--- src/srbwf_pkg.sv ---
// constants shared by the ring-buffer host controller and its write queue
package srbwf_pkg;
  localparam int unsigned DATA_W        = 9;
  localparam int unsigned QUEUE_DEPTH   = 4;
  localparam int unsigned DEV_CAPACITY  = 512;
  localparam int unsigned DEV_PTR_W     = $clog2(DEV_CAPACITY);
  localparam int unsigned DEV_HALF_MARK = DEV_CAPACITY / 2;
  localparam int unsigned CLK_PERIOD_NS = 100;
  localparam int unsigned RST_PULSE_NS  = 20;
  localparam int unsigned RST_REC_NS    = 10;
  localparam int unsigned RT_PULSE_NS   = 20;
  localparam int unsigned RT_REC_NS     = 10;
  localparam int unsigned STB_PULSE_NS  = 20;
  localparam int unsigned STB_REC_NS    = 10;
  localparam int unsigned CNT_W         = 4;
  localparam logic [CNT_W-1:0] RST_PULSE_CYC = CNT_W'(
    (RST_PULSE_NS + CLK_PERIOD_NS - 1) / CLK_PERIOD_NS);
  localparam logic [CNT_W-1:0] RST_REC_CYC = CNT_W'(
    (RST_REC_NS + CLK_PERIOD_NS - 1) / CLK_PERIOD_NS);
  localparam logic [CNT_W-1:0] RT_PULSE_CYC = CNT_W'(
    (RT_PULSE_NS + CLK_PERIOD_NS - 1) / CLK_PERIOD_NS);
  localparam logic [CNT_W-1:0] RT_REC_CYC = CNT_W'(
    (RT_REC_NS + CLK_PERIOD_NS - 1) / CLK_PERIOD_NS);
  localparam logic [CNT_W-1:0] STB_PULSE_CYC = CNT_W'(
    (STB_PULSE_NS + CLK_PERIOD_NS - 1) / CLK_PERIOD_NS);
  localparam logic [CNT_W-1:0] STB_REC_CYC = CNT_W'(
    (STB_REC_NS + CLK_PERIOD_NS - 1) / CLK_PERIOD_NS);
  localparam logic [CNT_W-1:0] CNT_ONE   = 4'h1;
  localparam logic [CNT_W-1:0] CNT_ZERO  = 4'h0;
  localparam logic             STRAP_SINGLE_N = 1'b0;

  typedef enum logic [3:0] {
    SRBWF_IDLE    = 4'h0,
    SRBWF_RST_LOW = 4'h1,
    SRBWF_RST_REC = 4'h3,
    SRBWF_WR_LOW  = 4'h2,
    SRBWF_WR_REC  = 4'h6,
    SRBWF_RD_LOW  = 4'h7,
    SRBWF_RD_REC  = 4'h5,
    SRBWF_RT_LOW  = 4'h4,
    SRBWF_RT_REC  = 4'hc
  } srbwf_state_e;
endpackage : srbwf_pkg

--- src/srbwf_host.sv ---
// host controller that drives a strobed ring-buffer device through its pins
`timescale 1ns/10ps
`default_nettype none
// Device rules this block is written to
// reset the device before any write
// strobes high around reset rise
// half flag reads high after reset
// write only while full flag high
// data stable through write strobe rise
// half flag falls past half capacity
// half flag rises after read at half
// full device ignores write strobe
// full flag releases after a read
// full when write trails read by one
// capacity selectable, full after capacity writes
// read only while empty flag high
// read data valid only strobe low
// empty when pointers are equal
// empty device ignores read strobe
// empty flag releases after a write
// chain input grounded selects single mode
// replay pulse rewinds read pointer only
// strobes high during replay pulse
// replay only in single mode
// chain output doubles as half flag
// nine-bit data both ways
// capacity is a build parameter
module srbwf_host
  import srbwf_pkg::*;
(
  input  wire logic              clk_in,
  input  wire logic              rst_n_in,
  input  wire logic              ce_in,
  input  wire logic              push_valid_in,
  output logic                   push_ready_out,
  input  wire logic [DATA_W-1:0] push_data_in,
  input  wire logic              pop_req_in,
  output logic                   pop_valid_out,
  output logic      [DATA_W-1:0] pop_data_out,
  input  wire logic              replay_req_in,
  input  wire logic              reset_req_in,
  output logic                   busy_out,
  output logic                   status_full_out,
  output logic                   status_empty_out,
  output logic                   status_half_out,
  output logic                   init_pulse_n_out,
  output logic                   push_strobe_n_out,
  output logic                   pop_strobe_n_out,
  output logic      [DATA_W-1:0] push_data_out,
  input  wire logic [DATA_W-1:0] pop_data_in,
  output logic                   first_in_chain_or_replay_n_out,
  output logic                   chain_in_n_out,
  input  wire logic              is_full_n_in,
  input  wire logic              is_empty_n_in,
  input  wire logic              chain_out_or_half_level_n_in
);
  srbwf_state_e      state_ff, nxt_state;
  logic [CNT_W-1:0]  cnt_ff, nxt_cnt;
  logic              pop_pend_ff, nxt_pop_pend;
  logic              rt_pend_ff, nxt_rt_pend;
  logic              rst_pend_ff, nxt_rst_pend;
  logic [DATA_W-1:0] wdata_ff, nxt_wdata;
  logic [DATA_W-1:0] rdata_ff, nxt_rdata;
  logic              rvalid_ff, nxt_rvalid;
  logic              init_n_ff, nxt_init_n;
  logic              wstb_n_ff, nxt_wstb_n;
  logic              rstb_n_ff, nxt_rstb_n;
  logic              rt_n_ff, nxt_rt_n;
  logic              busy_ff, nxt_busy;
  logic              full_ff, empty_ff, half_ff;
  logic              q_valid, q_ready;
  logic [DATA_W-1:0] q_data;
  logic              cnt_done;

  // back-pressure: a full device stalls draining, so the queue fills
  srbwf_queue #(
    .WIDTH (DATA_W),
    .DEPTH (QUEUE_DEPTH)
  ) u_queue (
    .clk_in        (clk_in),
    .rst_n_in      (rst_n_in),
    .ce_in         (ce_in),
    .in_valid_in   (push_valid_in),
    .in_ready_out  (push_ready_out),
    .in_data_in    (push_data_in),
    .out_valid_out (q_valid),
    .out_ready_in  (q_ready),
    .out_data_out  (q_data)
  );

  always_comb begin
    cnt_done     = cnt_ff == CNT_ZERO;
    nxt_state    = state_ff;
    nxt_cnt      = cnt_done ? CNT_ZERO : CNT_W'(cnt_ff - CNT_ONE);
    nxt_pop_pend = pop_pend_ff | pop_req_in;
    nxt_rt_pend  = rt_pend_ff | replay_req_in;
    nxt_rst_pend = rst_pend_ff | reset_req_in;
    nxt_wdata    = wdata_ff;
    nxt_rdata    = rdata_ff;
    nxt_rvalid   = 1'b0;
    q_ready      = 1'b0;
    case (state_ff)
      SRBWF_IDLE: begin
        if (rst_pend_ff) begin
          nxt_state    = SRBWF_RST_LOW;
          nxt_cnt      = CNT_W'(RST_PULSE_CYC - CNT_ONE);
          nxt_rst_pend = reset_req_in;
        end else if (rt_pend_ff) begin
          // single mode is strapped, so replay is always legal here
          nxt_state   = SRBWF_RT_LOW;
          nxt_cnt     = CNT_W'(RT_PULSE_CYC - CNT_ONE);
          nxt_rt_pend = replay_req_in;
        end else if (pop_pend_ff && is_empty_n_in) begin
          nxt_state    = SRBWF_RD_LOW;
          nxt_cnt      = CNT_W'(STB_PULSE_CYC - CNT_ONE);
          nxt_pop_pend = pop_req_in;
        end else if (q_valid && is_full_n_in) begin
          nxt_state = SRBWF_WR_LOW;
          nxt_cnt   = CNT_W'(STB_PULSE_CYC - CNT_ONE);
          nxt_wdata = q_data;
          q_ready   = 1'b1;
        end
      end
      SRBWF_RST_LOW: begin
        if (cnt_done) begin
          nxt_state = SRBWF_RST_REC;
          nxt_cnt   = CNT_W'(RST_REC_CYC - CNT_ONE);
        end
      end
      SRBWF_WR_LOW: begin
        if (cnt_done) begin
          nxt_state = SRBWF_WR_REC;
          nxt_cnt   = CNT_W'(STB_REC_CYC - CNT_ONE);
        end
      end
      SRBWF_RD_LOW: begin
        if (cnt_done) begin
          // sample while the strobe is still low, data float after
          nxt_state  = SRBWF_RD_REC;
          nxt_cnt    = CNT_W'(STB_REC_CYC - CNT_ONE);
          nxt_rdata  = pop_data_in;
          nxt_rvalid = 1'b1;
        end
      end
      SRBWF_RT_LOW: begin
        if (cnt_done) begin
          nxt_state = SRBWF_RT_REC;
          nxt_cnt   = CNT_W'(RT_REC_CYC - CNT_ONE);
        end
      end
      SRBWF_RST_REC, SRBWF_WR_REC, SRBWF_RD_REC, SRBWF_RT_REC: begin
        // recovery cycle also lets device flags settle before next look
        if (cnt_done) begin
          nxt_state = SRBWF_IDLE;
        end
      end
      default: begin
        nxt_state = SRBWF_RST_LOW;
        nxt_cnt   = CNT_ZERO;
      end
    endcase
    nxt_init_n = nxt_state != SRBWF_RST_LOW;
    nxt_wstb_n = nxt_state != SRBWF_WR_LOW;
    nxt_rstb_n = nxt_state != SRBWF_RD_LOW;
    nxt_rt_n   = nxt_state != SRBWF_RT_LOW;
    nxt_busy   = nxt_state != SRBWF_IDLE;
  end

  always_ff @(posedge clk_in) begin
    if (!rst_n_in) begin
      state_ff    <= SRBWF_RST_LOW;
      cnt_ff      <= CNT_W'(RST_PULSE_CYC - CNT_ONE);
      pop_pend_ff <= 1'b0;
      rt_pend_ff  <= 1'b0;
      rst_pend_ff <= 1'b0;
      wdata_ff    <= '0;
      rdata_ff    <= '0;
      rvalid_ff   <= 1'b0;
      init_n_ff   <= 1'b0;
      wstb_n_ff   <= 1'b1;
      rstb_n_ff   <= 1'b1;
      rt_n_ff     <= 1'b1;
      busy_ff     <= 1'b1;
    end else if (ce_in) begin
      state_ff    <= nxt_state;
      cnt_ff      <= nxt_cnt;
      pop_pend_ff <= nxt_pop_pend;
      rt_pend_ff  <= nxt_rt_pend;
      rst_pend_ff <= nxt_rst_pend;
      wdata_ff    <= nxt_wdata;
      rdata_ff    <= nxt_rdata;
      rvalid_ff   <= nxt_rvalid;
      init_n_ff   <= nxt_init_n;
      wstb_n_ff   <= nxt_wstb_n;
      rstb_n_ff   <= nxt_rstb_n;
      rt_n_ff     <= nxt_rt_n;
      busy_ff     <= nxt_busy;
    end
  end

  // flag copies for the user; one cycle behind the device pins
  always_ff @(posedge clk_in) begin
    if (!rst_n_in) begin
      full_ff  <= 1'b0;
      empty_ff <= 1'b1;
      half_ff  <= 1'b0;
    end else if (ce_in) begin
      full_ff  <= !is_full_n_in;
      empty_ff <= !is_empty_n_in;
      half_ff  <= !chain_out_or_half_level_n_in;
    end
  end

  assign init_pulse_n_out               = init_n_ff;
  assign push_strobe_n_out              = wstb_n_ff;
  assign pop_strobe_n_out               = rstb_n_ff;
  assign push_data_out                  = wdata_ff;
  assign first_in_chain_or_replay_n_out = rt_n_ff;
  assign chain_in_n_out                 = STRAP_SINGLE_N;
  assign pop_valid_out                  = rvalid_ff;
  assign pop_data_out                   = rdata_ff;
  assign busy_out                       = busy_ff;
  assign status_full_out                = full_ff;
  assign status_empty_out               = empty_ff;
  assign status_half_out                = half_ff;

  logic seen_reset_ff;
  always_ff @(posedge clk_in) begin
    if (!rst_n_in) begin
      seen_reset_ff <= 1'b0;
    end else if (ce_in && !init_n_ff) begin
      seen_reset_ff <= 1'b1;
    end
  end
endmodule : srbwf_host
`default_nettype wire

--- src/srbwf_queue.sv ---
// small valid/ready queue that holds words waiting to be written out
`timescale 1ns/10ps
`default_nettype none
module srbwf_queue
  import srbwf_pkg::*;
#(
  parameter int unsigned WIDTH = 9,
  parameter int unsigned DEPTH = 4
) (
  input  wire logic             clk_in,
  input  wire logic             rst_n_in,
  input  wire logic             ce_in,
  input  wire logic             in_valid_in,
  output logic                  in_ready_out,
  input  wire logic [WIDTH-1:0] in_data_in,
  output logic                  out_valid_out,
  input  wire logic             out_ready_in,
  output logic      [WIDTH-1:0] out_data_out
);
  localparam int unsigned PW = $clog2(DEPTH);
  localparam logic [PW:0] DEPTH_C = (PW+1)'(DEPTH);

  logic [WIDTH-1:0] mem_ff [DEPTH];
  logic [PW-1:0]    wr_ptr_ff, nxt_wr_ptr, rd_ptr_ff, nxt_rd_ptr;
  logic [PW:0]      count_ff, nxt_count;
  logic             ready_ff, nxt_ready;
  logic             push, pop;

  always_comb begin
    push       = in_valid_in && ready_ff;
    pop        = out_ready_in && (count_ff != '0);
    nxt_wr_ptr = push ? PW'(wr_ptr_ff + 1'b1) : wr_ptr_ff;
    nxt_rd_ptr = pop ? PW'(rd_ptr_ff + 1'b1) : rd_ptr_ff;
    nxt_count  = count_ff;
    if (push && !pop) begin
      nxt_count = (PW+1)'(count_ff + 1'b1);
    end else if (pop && !push) begin
      nxt_count = (PW+1)'(count_ff - 1'b1);
    end
    nxt_ready  = nxt_count != DEPTH_C;
  end

  always_ff @(posedge clk_in) begin
    if (!rst_n_in) begin
      wr_ptr_ff <= '0;
      rd_ptr_ff <= '0;
      count_ff  <= '0;
      ready_ff  <= 1'b1;
    end else if (ce_in) begin
      wr_ptr_ff <= nxt_wr_ptr;
      rd_ptr_ff <= nxt_rd_ptr;
      count_ff  <= nxt_count;
      ready_ff  <= nxt_ready;
    end
  end

  // storage carries no reset; only pointers, count and ready flag need a defined start
  for (genvar i = 0; i < DEPTH; i++) begin : g_word
    always_ff @(posedge clk_in) begin
      if (ce_in && push && (wr_ptr_ff == PW'(i))) begin
        mem_ff[i] <= in_data_in;
      end
    end
  end

  assign in_ready_out  = ready_ff;
  assign out_valid_out = count_ff != '0;
  assign out_data_out  = mem_ff[rd_ptr_ff];
endmodule : srbwf_queue
`default_nettype wire

--- config.mk ---
export PLATFORM = sky130hd
export DESIGN_NAME = srbwf_host
export DESIGN_NICKNAME = d
export VERILOG_FILES = /design/src/srbwf_pkg.sv /design/src/srbwf_host.sv /design/src/srbwf_queue.sv
export SDC_FILE = /design/constraint.sdc
export NUM_CORES = 1
export LEC_CHECK = 0
export ABC_AREA = 1
export BUFFER_PORTS_ARGS = -buffer_cell sky130_fd_sc_hd__buf_4
export CAP_MARGIN = 0
export CORE_MARGIN = 1
export CORE_UTILIZATION = 30
export DETAILED_ROUTE_END_ITERATION = 8
export SYNTH_ARGS = -nofsm -noshare
export SYNTH_HDL_FRONTEND = slang
export SYNTH_SLANG_ARGS = --single-unit
--- constraint.sdc ---
create_clock -name clk_in -period 3.32 [get_ports clk_in]
set_input_delay 0.498 -clock clk_in [delete_from_list [all_inputs] [get_ports clk_in]]
set_output_delay 0.498 -clock clk_in [all_outputs]
set_load 0.01 [all_outputs]
==> summary.txt <==
Layout
  – N_diodes: 0
  – Share of post-route cells with drive strength above 1: 0.194
  – Fill cell count: 1173
  – Area Growth Syn to Fin: 22.1%
  – Final layout net count: 495

Yosys
  – Multiplexer share of the synthesized area: 0
  – Post-synth top cells: nor2_1, o21ai_0, nand2_1, dfxtp_1, edfxtp_1
  – Top cell type by total area after synthesis: edfxtp_1
  – Post-Synthesis Cells: between 400 and 500
  – Synth top area share: 0.302
  – Most common cell in the netlist: nor2_1
  – Netlist Area Pre-Place: 3580 sq um
  – Mapped Nets: around 450
  – Simple-Gate Fraction of Synth Area: 0.196
  – Largest family of logic cells by synthesized area: simple AND/OR/NAND/NOR gates
  – Top_reg_cell synth: dfxtp_1
  – Post-synthesis sequential area ratio: 0.559
  – Post-synth EDFFs: 36
  – Xor/xnor share of the synthesized area: 0.00245
  – Post-synth cell types: 30
  – Synth area leaders: edfxtp_1, dfxtp_1, nor2_1, o21ai_0, nand2_1
  – Ys async rst share: 0
  – Adder-Cell Fraction of Synth Area: 0.0280
  – Ys Warns: 0
  – Post-Syn Area per Cell: roughly 8.7 sq um
  – Synth Area in Compound Gates: 0.152
  – Synth Register Bits: between 80 and 90

Global routing
  – Met3 Track Usage GR: 0.0492
  – GR Util met2: 0.233
  – GRT Max-Usage Layer: met2
  – Pin count of the biggest net entering global routing: 33
  – Vias in the first global route: 2763
  – GR Util met1: 0.165
  – GRT overflow: 0
  – First-pass GRT wire length: 13.4 mm
  – Total Routing Usage GR: 0.140
  – Initial antenna violation count: 0

Power and ir drop
  – Leakage Power: between 1.5 and 2 nW
  – Seq pwr share: 0.467
  – Comb power frac: 0.143
  – Switch share: 0.278
  – Peak supply drop: 0.000290 V
  – PnR Total Power: about 0.0024 W
  – P_sw: about 0.00067 W
  – Power per Cell Area: ~550 nW/um^2
  – Cell internal pwr: between 0.0015 and 0.002 W
  – Clk pwr share: 0.390

Timing
  – Max-slew headroom at the worst pin: 0.429
  – Fin crit share: 0.580
  – Max Freq: a little over 0.5 GHz
  – Final Setup Violations: 0
  – Fin crit period: ~1.9 ns
  – Sum of negative setup slack: 0 ns
  – Least-Margin Pin Slew: 0.853 ns
  – Fin. Hold Viols: 0
  – Clock Skews: around 0.0094 ns
  – RSZ-0062 raised after global routing: no
  – Slew Limit Fails: 0

CTS
  – Worst-path clk slew: around 0.060 ns
  – CTS root buf: clkbuf_16
  – Post-CTS Resized: 0
  – CTS tree: built
  – Post-CTS Setup Bufs: 0
  – Hold Buf Count CTS: 0
  – Clk buf depth: 2
  – CTS Sinks: 82
  – Clock Latency Late Sink: 0.35 ns
  – TritonCTS Buffers: 9
  – H-Tree Depth: 3

Setup path
  – Worst EP required: ~3.5 ns
  – Critical Path AT: about 2.1 ns
  – Critical Path Fanout Max: 20
  – Crit path launch type: flip-flop
  – Setup Crit Path Kind: flip-flop to flip-flop
  – Setup crit end kind: flip-flop

Routing
  – Via density: 4.76
  – DR iter-0 viols: about 150
  – Antenna Violating Nets Remaining: 0
  – DRC errors left: 8
  – Total Wirelength: 7.93 mm
  – Vias: slightly below 3000
  – DR WL/cell: between 10 and 15 um
  – Drt first pass iters: 6

Floorplan
  – Num rows: 39
  – Die Span Y: between 100 and 150 um
  – Die ar.: 12400 sq um
  – Initial Util: 0.311
  – Core area: around 12000 sq um
  – Die width: roughly 110 um
  – # IOs: 57

Run status
  – Outcome: complete, but fails checks
  – Failing checks: DRC

Placed design
  – DP Wirelength: 5.51 mm
  – IO buf count: 55
  – Gpl congestion: 0.819

Worst hold path
  – Hold Path Class: primary input to flip-flop

Run
  – Max-cap violations: 0
critical path, stage by stage, from the launching register on:
cell     delay (ns)
dfxtp_1        0.35
inv_1          0.10
ha_1           0.21
nand2_1        0.06
nand2_1        0.15
nor2_4         0.17
nand2_4        0.09
nor2_4         0.36
nand2_2        0.11
o21ai_1        0.15
a21oi_1        0.05
cell usage in the layout, fill, tap and decap left out:
master and instances:
nor2_1 77, o21ai_0 55, buf_4 55, nand2_1 52, dfxtp_1 46, edfxtp_1 36
inv_1 32, a21oi_1 27, nand3_1 18, a31oi_1 9, clkbuf_16 9, ha_1 8
nand2_2 5, inv_2 5, o21ai_1 4, inv_6 4, o21a_1 3, nor2_4 2
nand2_4 2, nand4_1 2, a21oi_2 2, nor2_2 1, nand3_2 1, nor3_4 1
o2111ai_1 1, xor2_1 1, a311oi_1 1, or2_2 1, conb_1 1, clkbuf_1 1
clkinv_2 1, clkinvlp_4 1
power by group through the flow:
stage | logic, W | registers [W] | clock network (W)
after global routing | 0.000398 | 0.00113 | 0.00103
after detailed placement | 0.000343 | 0.00115 | 0
after floorplan | 0.000236 | 0.00115 | 0
after global placement | 0.000334 | 0.00115 | 0
after CTS | 0.000345 | 0.00113 | 0.000974
final | 0.000344 | 0.00113 | 0.000939
metrics by stage:
step / cell area, sq um / util / setup slack, ns / hold WS (ns) / cells
after detailed placement: 4090 / 0.355 / 1.23 / 0.463 / 591
after CTS: 4370 / 0.379 / 1.37 / 0.323 / 607
after floorplan: 3580 / - / 1.64 / 0.462 / 410
after global placement: 4090 / 0.355 / 1.26 / 0.450 / 591
final: 4370 / 0.379 / 1.40 / 0.338 / 607
after global routing: 4370 / 0.379 / 1.19 / 0.335 / 607
worst paths after layout:
check | from | endpoint | slack [ns] | cells past startpoint
min | chain_out_or_half_level_n_in | status_half_out | 0.34 | 2
max | u_queue.count_ff[0] | u_queue.rd_ptr_ff[1] | 1.40 | 10
max reg2reg | u_queue.count_ff[0] | u_queue.rd_ptr_ff[1] | 1.40 | 10
min reg2reg | status_empty_out | status_empty_out | 0.48 | 2
logic make-up after synthesis:
group	after synthesis
flip-flops	82
AO/OA/AOI/OAI	102
XOR/XNOR	1
buffers and inverters	54
AND/OR/NAND/NOR	162
other	1
adder cells (fa/ha/maj)	8
flip-flops by register name, summed over array words and instances, names as in the netlist, 2 cells and up:
signal and flops:
cnt_ff 4, pop_data_out 9, push_data_out 9, state_ff 4, u_queue.count_ff 3, u_queue.mem_ff 36, u_queue.rd_ptr_ff 2, u_queue.wr_ptr_ff 2
metal layers:
metal	part of all wire	wire (um)
met5	0	0
met4	0.016	128
met3	0.049	392
met2	0.49	3910
met1	0.44	3500
cell type report:
class                   count  area, sq um  area share
flip-flops and latches     82         2000       0.458
clock buffers              10          229      0.0524
inverters                  37          139      0.0318
clock inverters             6         47.5      0.0109
well taps                 143          179      0.0410
repair buffers             55          413      0.0945
multi-input cells         274         1360       0.311
Power figures use the tool's default switching activity.
